**src/design/wdsc_regs.svh**
```systemverilog
// register indices, bit positions, reset values and timing for the watchdog
`ifndef WDSC_REGS_SVH
`define WDSC_REGS_SVH
// ---------------------------------------------------------------
// register indices (byte address is index shifted left by two)
// ---------------------------------------------------------------
`define WDSC_ADDR_W        16
`define WDSC_IDX_SHIFT     2
`define WDSC_OPTION_IDX    16'h0081
`define WDSC_CONFIG_IDX    16'h2007
`define WDSC_STATUS_IDX    16'h0003
`define WDSC_CONTROL_IDX   16'h0004
`define WDSC_IRQEN_IDX     16'h000B
// ---------------------------------------------------------------
// field positions and reset values
// ---------------------------------------------------------------
`define WDSC_OPTION_RESET  8'hFF
`define WDSC_OPT_OWNER     3
`define WDSC_OPT_RATIO_HI  2
`define WDSC_OPT_RATIO_LO  0
`define WDSC_CFG_FUSE      2
`define WDSC_ST_EXPIRY_N   4
`define WDSC_ST_SLEEP_N    3
`define WDSC_ST_ASLEEP     0
`define WDSC_CTL_KICK      0
`define WDSC_CTL_SLEEP     1
`define WDSC_IE_GLOBAL     7
`define WDSC_IRQ_N         3
`define WDSC_IRQ_HI        2
`define WDSC_WAKE_MASK     3'h7
// ---------------------------------------------------------------
// widths and timing
// ---------------------------------------------------------------
`define WDSC_CNT_W         20
`define WDSC_PRE_W         7
`define WDSC_BASE_PERIOD_US 18000
`define WDSC_CLOCK_MHZ     50
`endif

```
**src/design/wdsc_pkg.sv**
```systemverilog
// types shared by the watchdog and sleep control block
package wdsc_pkg;
  `include "wdsc_regs.svh"

  typedef enum logic [0:0] {
    WDSC_RUN   = 1'b0,
    WDSC_SLEEP = 1'b1
  } wdsc_mode_e;

  typedef struct packed {
    wdsc_mode_e                   mode;
    logic [2:0]                   pinSync;
    logic                         pinLevel;
    logic                         cfgTaken;
    logic [7:0]                   configWord;
    logic [7:0]                   optionControl;
    logic [`WDSC_IRQ_N-1:0]       irqEnable;
    logic                         globalIrqEnable;
    logic                         watchdogExpiryFlag_n;
    logic                         sleepEnteredFlag_n;
    logic [`WDSC_CNT_W-1:0]       watchdogCounter;
    logic [`WDSC_PRE_W-1:0]       prescaleCount;
    logic                         deviceReset;
    logic                         coreClockEnable;
    logic                         portHold;
    logic                         wakeup;
    logic                         vectorToIrq;
    logic                         prefetchNext;
    logic                         watchdogExpired;
    logic                         pready;
    logic                         pslverr;
    logic [31:0]                  prdata;
  } wdsc_state_s;
endpackage

```
**src/design/wdsc_top.sv**
```systemverilog
// watchdog timer with prescaler, sleep entry and wake-up control
//
// The APB slave port was decided locally.
`timescale 1ns/100ps
module wdsc_top
  import wdsc_pkg::*;
#(
  parameter int BASE_CYCLES =
    `WDSC_BASE_PERIOD_US * `WDSC_CLOCK_MHZ,
  parameter logic [`WDSC_IRQ_N-1:0] WAKE_MASK = `WDSC_WAKE_MASK
) (
  input  wire logic                     clock,
  input  wire logic                     rst_b,
  input  wire logic                     psel,
  input  wire logic                     penable,
  input  wire logic                     pwrite,
  input  wire logic [`WDSC_ADDR_W-1:0]  paddr,
  input  wire logic [31:0]              pwdata,
  output logic      [31:0]              prdata,
  output logic                          pready,
  output logic                          pslverr,
  input  wire logic [7:0]               configStrap,
  input  wire logic                     externalResetPin_b,
  input  wire logic [`WDSC_IRQ_N-1:0]   irqFlag,
  output logic                          deviceReset,
  output logic                          coreClockEnable,
  output logic                          portHold,
  output logic                          wakeup,
  output logic                          vectorToIrq,
  output logic                          prefetchNext,
  output logic                          watchdogExpired,
  output logic                          watchdogExpiryFlag_n,
  output logic                          sleepEnteredFlag_n
);

  // ---------------------------------------------------------------
  // elaboration checks
  // ---------------------------------------------------------------
  if (BASE_CYCLES < 1 || BASE_CYCLES >= (1 << `WDSC_CNT_W)) begin : gChk
    $error("BASE_CYCLES does not fit the watchdog counter");
  end

  localparam logic [`WDSC_CNT_W-1:0] BASE_LAST =
    `WDSC_CNT_W'(BASE_CYCLES - 1);

  localparam wdsc_state_s RESET_STATE = '{
    mode:                 WDSC_RUN,
    pinSync:              3'h7,
    pinLevel:             1'b1,
    cfgTaken:             1'b0,
    configWord:           8'h00,
    optionControl:        `WDSC_OPTION_RESET,
    irqEnable:            '0,
    globalIrqEnable:      1'b0,
    watchdogExpiryFlag_n: 1'b1,
    sleepEnteredFlag_n:   1'b1,
    watchdogCounter:      '0,
    prescaleCount:        '0,
    deviceReset:          1'b0,
    coreClockEnable:      1'b1,
    portHold:             1'b0,
    wakeup:               1'b0,
    vectorToIrq:          1'b0,
    prefetchNext:         1'b0,
    watchdogExpired:      1'b0,
    pready:               1'b0,
    pslverr:              1'b0,
    prdata:               32'h0000_0000
  };

  // ---------------------------------------------------------------
  // helpers
  // ---------------------------------------------------------------
  function automatic logic [`WDSC_ADDR_W-1:0] regAddr(
    input logic [`WDSC_ADDR_W-1:0] idx);
    regAddr = idx << `WDSC_IDX_SHIFT;
  endfunction

  function automatic logic isReg(input logic [`WDSC_ADDR_W-1:0] a,
                                 input logic [`WDSC_ADDR_W-1:0] idx);
    isReg = (a == regAddr(idx));
  endfunction

  // last prescaler count before expiry: ratio 1:2^field
  function automatic logic [`WDSC_PRE_W-1:0] ratioLast(
    input logic [2:0] field);
    ratioLast = `WDSC_PRE_W'((8'h01 << field) - 8'h01);
  endfunction

  // everything a device reset returns to its start value
  function automatic wdsc_state_s coreReset(input wdsc_state_s x);
    coreReset                 = x;
    coreReset.watchdogCounter = '0;
    coreReset.prescaleCount   = '0;
    coreReset.optionControl   = `WDSC_OPTION_RESET;
    coreReset.irqEnable       = '0;
    coreReset.globalIrqEnable = 1'b0;
    coreReset.mode            = WDSC_RUN;
    coreReset.coreClockEnable = 1'b1;
    coreReset.portHold        = 1'b0;
    coreReset.deviceReset     = 1'b1;
  endfunction

  // ---------------------------------------------------------------
  // state
  // ---------------------------------------------------------------
  wdsc_state_s                state;
  wdsc_state_s                next_state;
  logic                       access;
  logic                       doWrite;
  logic                       hit;
  logic                       kick;
  logic                       sleepCmd;
  logic                       wdOn;
  logic                       expire;
  logic                       pinReset;
  logic [`WDSC_IRQ_N-1:0]     enabledFlags;
  logic [2:0]                 ratioField;
  logic                       ownerIsWatchdog;

  always_comb begin
    next_state = state;
    next_state.deviceReset     = 1'b0;
    next_state.wakeup          = 1'b0;
    next_state.vectorToIrq     = 1'b0;
    next_state.prefetchNext    = 1'b0;
    next_state.watchdogExpired = 1'b0;
    next_state.pready          = 1'b0;
    next_state.pslverr         = 1'b0;

    // reset pin: three flops, level taken once the last two agree
    next_state.pinSync = {state.pinSync[1:0], externalResetPin_b};
    if (state.pinSync[2] == state.pinSync[1]) begin
      next_state.pinLevel = state.pinSync[2];
    end
    pinReset = ~state.pinLevel;

    // fuse word is sampled once, on the first edge after reset release
    next_state.cfgTaken = 1'b1;
    if (!state.cfgTaken) begin
      next_state.configWord = configStrap;
    end
    wdOn = state.cfgTaken & state.configWord[`WDSC_CFG_FUSE];

    // ---------------------------------------------------------------
    // register bus: one wait state, answer registered
    // ---------------------------------------------------------------
    access = psel & penable;
    hit    = isReg(paddr, `WDSC_OPTION_IDX)  |
             isReg(paddr, `WDSC_CONFIG_IDX)  |
             isReg(paddr, `WDSC_STATUS_IDX)  |
             isReg(paddr, `WDSC_CONTROL_IDX) |
             isReg(paddr, `WDSC_IRQEN_IDX);
    if (access && !state.pready) begin
      next_state.pready  = 1'b1;
      next_state.pslverr = ~hit;
      next_state.prdata  = 32'h0000_0000;
      if (isReg(paddr, `WDSC_OPTION_IDX)) begin
        next_state.prdata[7:0] = state.optionControl;
      end
      if (isReg(paddr, `WDSC_CONFIG_IDX)) begin
        next_state.prdata[7:0] = state.configWord;
      end
      if (isReg(paddr, `WDSC_STATUS_IDX)) begin
        next_state.prdata[`WDSC_ST_EXPIRY_N] =
          state.watchdogExpiryFlag_n;
        next_state.prdata[`WDSC_ST_SLEEP_N]  = state.sleepEnteredFlag_n;
        next_state.prdata[`WDSC_ST_ASLEEP]   = (state.mode == WDSC_SLEEP);
      end
      if (isReg(paddr, `WDSC_IRQEN_IDX)) begin
        next_state.prdata[`WDSC_IRQ_HI:0]  = state.irqEnable;
        next_state.prdata[`WDSC_IE_GLOBAL] = state.globalIrqEnable;
      end
    end
    doWrite  = access & pwrite & state.pready & ~state.pslverr;
    kick     = doWrite & isReg(paddr, `WDSC_CONTROL_IDX) &
               pwdata[`WDSC_CTL_KICK];
    sleepCmd = doWrite & isReg(paddr, `WDSC_CONTROL_IDX) &
               pwdata[`WDSC_CTL_SLEEP];
    if (doWrite && isReg(paddr, `WDSC_OPTION_IDX)) begin
      next_state.optionControl = pwdata[7:0];
    end
    if (doWrite && isReg(paddr, `WDSC_IRQEN_IDX)) begin
      next_state.irqEnable       = pwdata[`WDSC_IRQ_HI:0];
      next_state.globalIrqEnable = pwdata[`WDSC_IE_GLOBAL];
    end

    // ---------------------------------------------------------------
    // watchdog counting: keeps going whatever the core clock does
    // ---------------------------------------------------------------
    ownerIsWatchdog = state.optionControl[`WDSC_OPT_OWNER];
    ratioField = state.optionControl[`WDSC_OPT_RATIO_HI:
                                     `WDSC_OPT_RATIO_LO];
    expire = 1'b0;
    if (wdOn) begin
      if (state.watchdogCounter == BASE_LAST) begin
        next_state.watchdogCounter = '0;
        if (!ownerIsWatchdog) begin
          expire = 1'b1;
        end else if (state.prescaleCount == ratioLast(ratioField)) begin
          next_state.prescaleCount = '0;
          expire = 1'b1;
        end else begin
          next_state.prescaleCount = state.prescaleCount + 1'b1;
        end
      end else begin
        next_state.watchdogCounter = state.watchdogCounter + 1'b1;
      end
    end

    // interrupts with both flag and individual enable set
    enabledFlags = irqFlag & state.irqEnable;

    // ---------------------------------------------------------------
    // priority: reset pin, expiry, sleeping, sleep command, kick
    // ---------------------------------------------------------------
    if (pinReset) begin
      // held in reset for as long as the pin stays low
      next_state = coreReset(next_state);
    end else if (expire) begin
      next_state.watchdogExpired      = 1'b1;
      next_state.watchdogExpiryFlag_n = 1'b0;
      next_state.watchdogCounter      = '0;
      next_state.prescaleCount        = '0;
      if (state.mode == WDSC_SLEEP) begin
        next_state.mode            = WDSC_RUN;
        next_state.coreClockEnable = 1'b1;
        next_state.portHold        = 1'b0;
        next_state.wakeup          = 1'b1;
      end else begin
        next_state = coreReset(next_state);
      end
    end else if (state.mode == WDSC_SLEEP) begin
      // an enabled WAKE_MASK interrupt raised once asleep wakes us here; one already raised at the sleep write blocks entry
      if (|(enabledFlags & WAKE_MASK)) begin
        next_state.mode            = WDSC_RUN;
        next_state.coreClockEnable = 1'b1;
        next_state.portHold        = 1'b0;
        next_state.wakeup          = 1'b1;
        next_state.vectorToIrq     = state.globalIrqEnable;
      end
    end else if (sleepCmd) begin
      next_state.prefetchNext = 1'b1;
      if (enabledFlags == '0) begin
        next_state.watchdogCounter    = '0;
        next_state.prescaleCount      = '0;
        next_state.sleepEnteredFlag_n = 1'b0;
        next_state.watchdogExpiryFlag_n = 1'b1;
        next_state.mode               = WDSC_SLEEP;
        next_state.coreClockEnable    = 1'b0;
        next_state.portHold           = 1'b1;
      end
    end else if (kick) begin
      // ratio and owner bits are untouched, only the counts clear
      next_state.watchdogCounter = '0;
      next_state.prescaleCount   = '0;
    end
  end

  always_ff @(posedge clock or negedge rst_b) begin
    if (!rst_b) begin
      state <= RESET_STATE;
    end else begin
      state <= next_state;
    end
  end

  // ---------------------------------------------------------------
  // outputs straight from the state register
  // ---------------------------------------------------------------
  assign prdata               = state.prdata;
  assign pready               = state.pready;
  assign pslverr              = state.pslverr;
  assign deviceReset          = state.deviceReset;
  assign coreClockEnable      = state.coreClockEnable;
  assign portHold             = state.portHold;
  assign wakeup               = state.wakeup;
  assign vectorToIrq          = state.vectorToIrq;
  assign prefetchNext         = state.prefetchNext;
  assign watchdogExpired      = state.watchdogExpired;
  assign watchdogExpiryFlag_n = state.watchdogExpiryFlag_n;
  assign sleepEnteredFlag_n   = state.sleepEnteredFlag_n;

endmodule

```
**config.mk**
```make
export PLATFORM = sky130hd
export DESIGN_NAME = wdsc_top
export DESIGN_NICKNAME = d
export VERILOG_FILES = /design/src/design/wdsc_pkg.sv /design/src/design/wdsc_top.sv
export VERILOG_INCLUDE_DIRS = /design/src /design/src/design
export SDC_FILE = /design/constraint.sdc
export NUM_CORES = 1
export LEC_CHECK = 0
export BUFFER_PORTS_ARGS = -buffer_cell sky130_fd_sc_hd__buf_2
export CELL_PAD_IN_SITES_DETAIL_PLACEMENT = 1
export CELL_PAD_IN_SITES_GLOBAL_PLACEMENT = 1
export CORE_UTILIZATION = 42
export CTS_BUF_LIST = sky130_fd_sc_hd__clkbuf_4
export CTS_CLUSTER_SIZE = 8
export DETAILED_ROUTE_END_ITERATION = 6
export MAX_ROUTING_LAYER = met4
export PLACE_DENSITY = 0.88
export SLEW_MARGIN = 0
export SYNTH_ARGS = -nofsm -noshare
export SYNTH_HDL_FRONTEND = slang
export SYNTH_SLANG_ARGS = --single-unit
```
**constraint.sdc**
```tcl
create_clock -name clock -period 3.3 [get_ports clock]
set_clock_uncertainty 0.05 [all_clocks]
set_input_delay 0.33 -clock clock [delete_from_list [all_inputs] [get_ports clock]]
set_output_delay 0.33 -clock clock [all_outputs]
set_load 0.01 [all_outputs]
```
==> flow_summary.yaml, run 1 <==
power:
  p_sw_mw: 0.4284
  intPower_mw: 1.199
  clock_power_share_pct: 34.3
  power.density_mw_per_mm2: 358.3
  p_leak_nw: 1.930
  ir_drop_mv: 0.1935
  netSwitchingFraction_pct: 26.32
  power_frac_seq_pct: 57.2
  comb_power_share_pct: 8.4
finish:
  final_cells: 597
  area_growth_pct: 11.90
  ff_latch_area_mm2: 0.001821
  multi_input_area_mm2: 0.001972
  drive_gt1_share_pct: 27.62
  nFillCells: 1131
  layout_common_cells: "buf_2 (59), dfrtp_1 (57), nor2_1 (35)"
  utilization_pct: 48.94
  final_common_cell: "buf_2"
  fin_nets: 530
grt:
  antenna_found_initial: 1
  grt_pass1_wl_um: 17620
  grt_remaining_overflow: 0
  grt_pass1_vias: 3449
  grt_usage_pct: 23.78
  grt_start_max_net_pins: 46
worst_setup_path:
  cpPeakStageDelay_ns: 0.63
  cpMostUsedCell: "buf_4"
  worstPathCellList: "inv_1 -> or3_1 -> ha_1 -> buf_4 -> xor2_1 -> o22ai_1 -> a2111oi_2 -> buf_4 -> nor4_2 -> buf_4 -> nor3_1"
  crit_type: "reg -> reg"
  crit_buf_inv: 4
  r2r_setup_slack_ns: 0.18
  worst_path_max_delay_cell: "dfstp_2"
  crit_fanout: 10
  endpoint_kind: "register"
  cp_top_family: "simple AND/OR/NAND/NOR gates"
  critPathRequiredTime_ns: 3.57
  cp.arrival_ns: 3.39
  startpoint_type: "register"
clocking:
  cts_sinks: 72
  cts.clk_slew.worst_paths_ns: 0.13
  cts_tree: "yes"
  clk_latency_ns: 0.44
  htree_levels: 3
  cts_root_buf: "clkbuf_4"
  clk_path_buf_depth: 2
  cts_buffers: 9
  post-cts-setup-buffers: 0
timing:
  hold_violations: 0
  holdWs_ns: 0.06104
  rsz0062_at_grt: "false"
  fin_crit_ns: 3.123
  slew_headroom_pct: 41.51
  tightest_slew_ns: 0.8701
  setup_viol: 0
  finalSetupTns_ns: 0
  fmax_ghz: 0.3202
  setup_ws_ns: 0.1772
  drv_slew: 0
  period_share_pct: 94.63
logic_synthesis:
  async_flop_share_pct: 100.0
  yosys_register_bits: 72
  synthMuxAreaShare_pct: 5.177
  synth_area_mm2: 0.004060
  ys_types: 63
  synthAdderAreaFrac_pct: 1.171
  synthCells: 399
  synth-xor-area-share_pct: 6.471
  synth_edf_count: 0
  synth_area_per_cell_um2: 10.18
  synth_compound_area_share_pct: 10.35
  ys.flop_type: "dfrtp_1"
  ys_seq_area_share_pct: 44.84
  synthSimpleGateAreaFrac_pct: 23.08
  synth_top_family_by_area: "simple AND/OR/NAND/NOR gates"
  ys_warn_count: 0
floorplan:
  start_util_pct: 43.73
  die_w_um: 100.3
  die_h_um: 100.3
  rows: 35
  core_area_mm2: 0.009284
  io-pin-count: 108
  dieArea_mm2: 0.01006
place:
  finalWeightedCongestion: 0.8164
  dp_hpwl_um: 7777
  port_buffers: 59
  place_ws_ns: 0.2158
  place_inst: 578
route:
  vias: 3319
  post_drt_via_cell_ratio: 5.559
  drtIter0Drc: 192
  first_pass_iters: 4
  routed_wl_um: 10750
  ant_nets: 0
  wl_per_cell_um: 18.00
  drc: 0
outcome:
  outcome: "finished, final reports clean"
flow_run:
  cap_viol_max_count: 0
min_path:
  hold_path_class: "in -> reg"
[logic make-up after synthesis]
| group | count (synthesis) |
|---|---|
| xor+xnor | 30 |
| fa+ha+maj | 4 |
| mux | 20 |
| buf+inv | 57 |
| other cells | 2 |
| simple gates | 164 |
| flops | 72 |
| compound gates | 50 |
[worst paths after layout]
check / depth (start not counted) / end / startpoint
max: 11 / prefetchNext / ratioField[0]
min: 2 / state[82] / configStrap[0]
max reg2reg: 11 / prefetchNext / ratioField[0]
min reg2reg: 0 / state[93] / state[92]
max in group asynchronous: 3 / state[43] / rst_b
min in group asynchronous: 2 / state[86] / rst_b
[routing by layer]
layer  wire length [um]  global-route usage, %  part of all wire, %  up-vias
li1                   -                      -                    -     1517
met1               4458                  27.68                   41     1670
met2               5499                  39.73                   51      108
met3                555                  5.362                  5.2       24
met4                233                  9.810                  2.2        0
met5                  0                      -                    0        -
[Yosys cell counts, drive strengths merged, types with 3 or more instances]
master / n / area [um2]
dfstp: 15 / 394.1
xor2: 13 / 113.9
nor2: 35 / 131.4
ha: 3 / 37.54
or4: 3 / 30.03
and3: 8 / 50.05
dfrtp: 57 / 1426
nand4bb: 3 / 33.78
nor3: 21 / 121.4
or3: 3 / 18.77
mux2i: 12 / 120.1
clkbuf: 5 / 18.77
and2: 3 / 18.77
nand2: 33 / 123.9
a211oi: 8 / 60.06
nand2b: 3 / 18.77
a221oi: 3 / 26.28
mux2: 8 / 90.09
nor4: 16 / 133.9
inv: 13 / 48.80
a21oi: 4 / 20.02
buf: 39 / 286.5
a222oi: 5 / 50.05
o211ai: 9 / 107.6
nand3: 11 / 55.05
o21ai: 7 / 35.03
and4: 3 / 26.28
xnor2: 17 / 148.9
or4b: 3 / 33.78
nand4: 7 / 43.79
[per-stage QoR]
step                      cell area, um2  total power, mW
after CTS                           4541            1.644
after detailed placement            4388            1.084
after global placement              4388            1.076
after floorplan                     4146            1.035
final                               4543            1.628
after global routing                4543            1.697
[worst register-to-register path, delay by kind of cell, from the launching register on]
family	cells	cell delay (ns)
adder cells (fa/ha/maj)	1	0.22
buffers and inverters	4	0.70
AO/OA/AOI/OAI	2	0.56
flip-flops	1	0.63
XOR/XNOR	1	0.13
AND/OR/NAND/NOR	3	0.72
[state kept, by name, indices dropped and copies added (netlist names)]
name and count:
pready 1, prdata 8, prefetchNext 1, ownerIsWatchdog 1
coreClockEnable 1, deviceReset 1, watchdogExpiryFlag_n 1, portHold 1
vectorToIrq 1, ratioField 3, pslverr 1, sleepEnteredFlag_n 1
wakeup 1, state 49, watchdogExpired 1
[timing repair]
item	CTS	global route
hold buffers	2	0
gates resized for setup	0	0
endpoints found under the hold margin	50	0
[cell type report]
| class | instances | area share (%) |
|---|---|---|
| Multi-Input combinational cell | 293 | 43.40 |
| Sequential cell | 72 | 40.07 |
| Timing Repair Buffer | 73 | 8.923 |
| Tap cell | 129 | 3.553 |
| Clock buffer | 11 | 1.818 |
| Clock inverter | 5 | 1.102 |
| Inverter | 13 | 1.074 |
| Antenna cell | 1 | 0.05508 |
[power groups by stage]
stage                     clock network (mW)  logic (mW)  registers, mW
after CTS                              0.573       0.139          0.932
after floorplan                            0      0.0967          0.938
after detailed placement                   0       0.136          0.948
after global routing                   0.606       0.155          0.936
final                                  0.559       0.137          0.932
after global placement                     0       0.130          0.946
Note: power is estimated with default switching activity, not from simulation.
==> inputs of run 2 (changes only) <==
--- a/config.mk
+++ b/config.mk
@@ -9,6 +9,7 @@
 export BUFFER_PORTS_ARGS = -buffer_cell sky130_fd_sc_hd__buf_2
 export CELL_PAD_IN_SITES_DETAIL_PLACEMENT = 1
 export CELL_PAD_IN_SITES_GLOBAL_PLACEMENT = 1
+export CORE_MARGIN = 2
 export CORE_UTILIZATION = 42
 export CTS_BUF_LIST = sky130_fd_sc_hd__clkbuf_4
 export CTS_CLUSTER_SIZE = 8
==> constraint.sdc (replaced) <==
create_clock -name clock -period 3.4 [get_ports clock]
set_clock_uncertainty 0.05 [all_clocks]
set_input_delay 0.34 -clock clock [delete_from_list [all_inputs] [get_ports clock]]
set_output_delay 0.34 -clock clock [all_outputs]
set_load 0.01 [all_outputs]
==> run 2 against run 1 <==
Effect of this change:
- die area increased by 4.0%
- largest cell class unchanged
- clock power decreased by 18%
- design area shrank 1.2%
- global-route usage shrank 1.6 points
==> flow_summary.yaml, run 2 (synthesis results as in run 1) <==
floorplan:
  core_area_mm2: 0.009328
  start_util_pct: 43.53
  dieArea_mm2: 0.01047
  rows: 35
  die_h_um: 102.3
  die_w_um: 102.3
  io-pin-count: 108
finish:
  diodes: 0
  utilization_pct: 48.14
  drive_gt1_share_pct: 26.90
  final_common_cell: "buf_2"
  fin_nets: 524
  layout_common_cells: "buf_2 (59), dfrtp_1 (57), nor2_1 (35)"
  fin_area_mm2: 0.004491
  largest_reg_flops: 49
  area_growth_pct: 10.60
  regMostFlops: "state"
min_path:
  min_path_cells: 2
  hold_path_class: "in -> reg"
route:
  drtIter0Drc: 201
  vias: 3282
  routed_wl_um: 10590
  first_pass_iters: 4
  drc: 0
  ant_nets: 0
  wl_per_cell_um: 17.94
  post_drt_via_cell_ratio: 5.563
outcome:
  outcome: "finished, final reports clean"
timing:
  fmax_ghz: 0.3097
  finalSetupTns_ns: 0
  slew_headroom_pct: 34.05
  setup_viol: 0
  tightest_slew_ns: 0.9834
  setup_ws_ns: 0.1712
  drv_slew: 0
  fin_crit_ns: 3.229
  period_share_pct: 94.96
  hold_violations: 0
clocking:
  clk_latency_ns: 0.42
  cts_root_buf: "clkbuf_4"
  cts.clk_slew.worst_paths_ns: 0.12
  cts_sinks: 72
  clk_path_buf_depth: 2
  cts_tree: "yes"
  cts_buffers: 9
  htree_levels: 3
power:
  p_leak_nw: 1.918
  ir_drop_mv: 0.2519
  power.density_mw_per_mm2: 333.1
place:
  placed_area_mm2: 0.004355
  place_ws_ns: 0.2285
  dp_hpwl_um: 7795
  port_buffers: 59
  finalWeightedCongestion: 0.8283
worst_setup_path:
  crit_buf_inv: 2
  cp.depth: 9
  critPathRequiredTime_ns: 3.68
  rr_worst_depth: 9
  cpPeakStageDelay_ns: 0.72
  endpoint_kind: "register"
  crit_fanout: 12
  crit_type: "reg -> reg"
  cp_top_family: "simple AND/OR/NAND/NOR gates"
  cp.arrival_ns: 3.51
  worst_path_max_delay_cell: "or4_4"
  startpoint_type: "register"
  worstPathCellList: "inv_1 -> or3_1 -> ha_1 -> buf_4 -> xor2_1 -> xnor2_1 -> a31oi_1 -> or4_4 -> a211oi_1"
grt:
  grt_start_max_net_pins: 40
  antenna_found_initial: 0
  grt_remaining_overflow: 0
  grt_pass1_vias: 3544
  grt_usage_pct: 22.22
  grt_pass1_wl_um: 17370
flow_run:
  cap_viol_max_count: 0
## run 2: cell count changes in the layout (fill, tap and decap cells not counted)
cell	change
diode_2	-1
clkinv_1	-1
bufinv_16	-1
buf_12	+1
clkinvlp_4	-1
nor4_2	-1
clkinv_2	+3
buf_4	-7
nor4_4	+1
## run 2: worst paths after layout
check                                   to            from  slack (ns)
hold reg to reg                  state[93]       state[92]        0.31
max in group asynchronous  ownerIsWatchdog           rst_b        2.06
min in group asynchronous        state[83]           rst_b        0.49
setup / recovery                    wakeup   ratioField[0]        0.17
setup reg to reg                    wakeup   ratioField[0]        0.17
hold / removal                   state[83]  configStrap[1]        0.09
## run 2: repair_timing
item                       4_1_cts  5_1_grt
resized for setup                0        1
hold buffers                     2        0
hold endpoints to repair        27        0
setup endpoints to repair        0        2
buffers inserted                 0        0
## run 2: cell type report
| class | instances | area (um2) |
|---|---|---|
| clock buffers | 11 | 82.58 |
| clock inverters | 5 | 23.77 |
| fillers | 1113 | 4837 |
| inverters | 13 | 48.80 |
| multi-input cells | 293 | 1981 |
| flip-flops and latches | 72 | 1821 |
| well taps | 129 | 161.4 |
| repair buffers | 67 | 372.9 |
## run 2: power by group
group          internal, mW  switching [mW]  leakage [nW]
Combinational        0.0480          0.0873         0.927
Sequential            0.882          0.0230         0.923
Clock                 0.160           0.296        0.0678
Total                  1.09           0.406          1.92
## run 2: metrics by stage
stage	power, mW	std cells	hold slack (ns)
detailed placement	1.055	572	0.3007
finish	1.496	590	0.08675
CTS	1.516	590	0.06129
floorplan	1.005	422	-0.005591
global placement	1.045	572	0.2961
global route	1.564	590	0.07296
## run 2: per-layer routing
metal	GRT usage, %	routed length (um)
met2	37.90	5430
met3	3.762	450
met5	-	0
met1	26.61	4548
met4	7.795	157
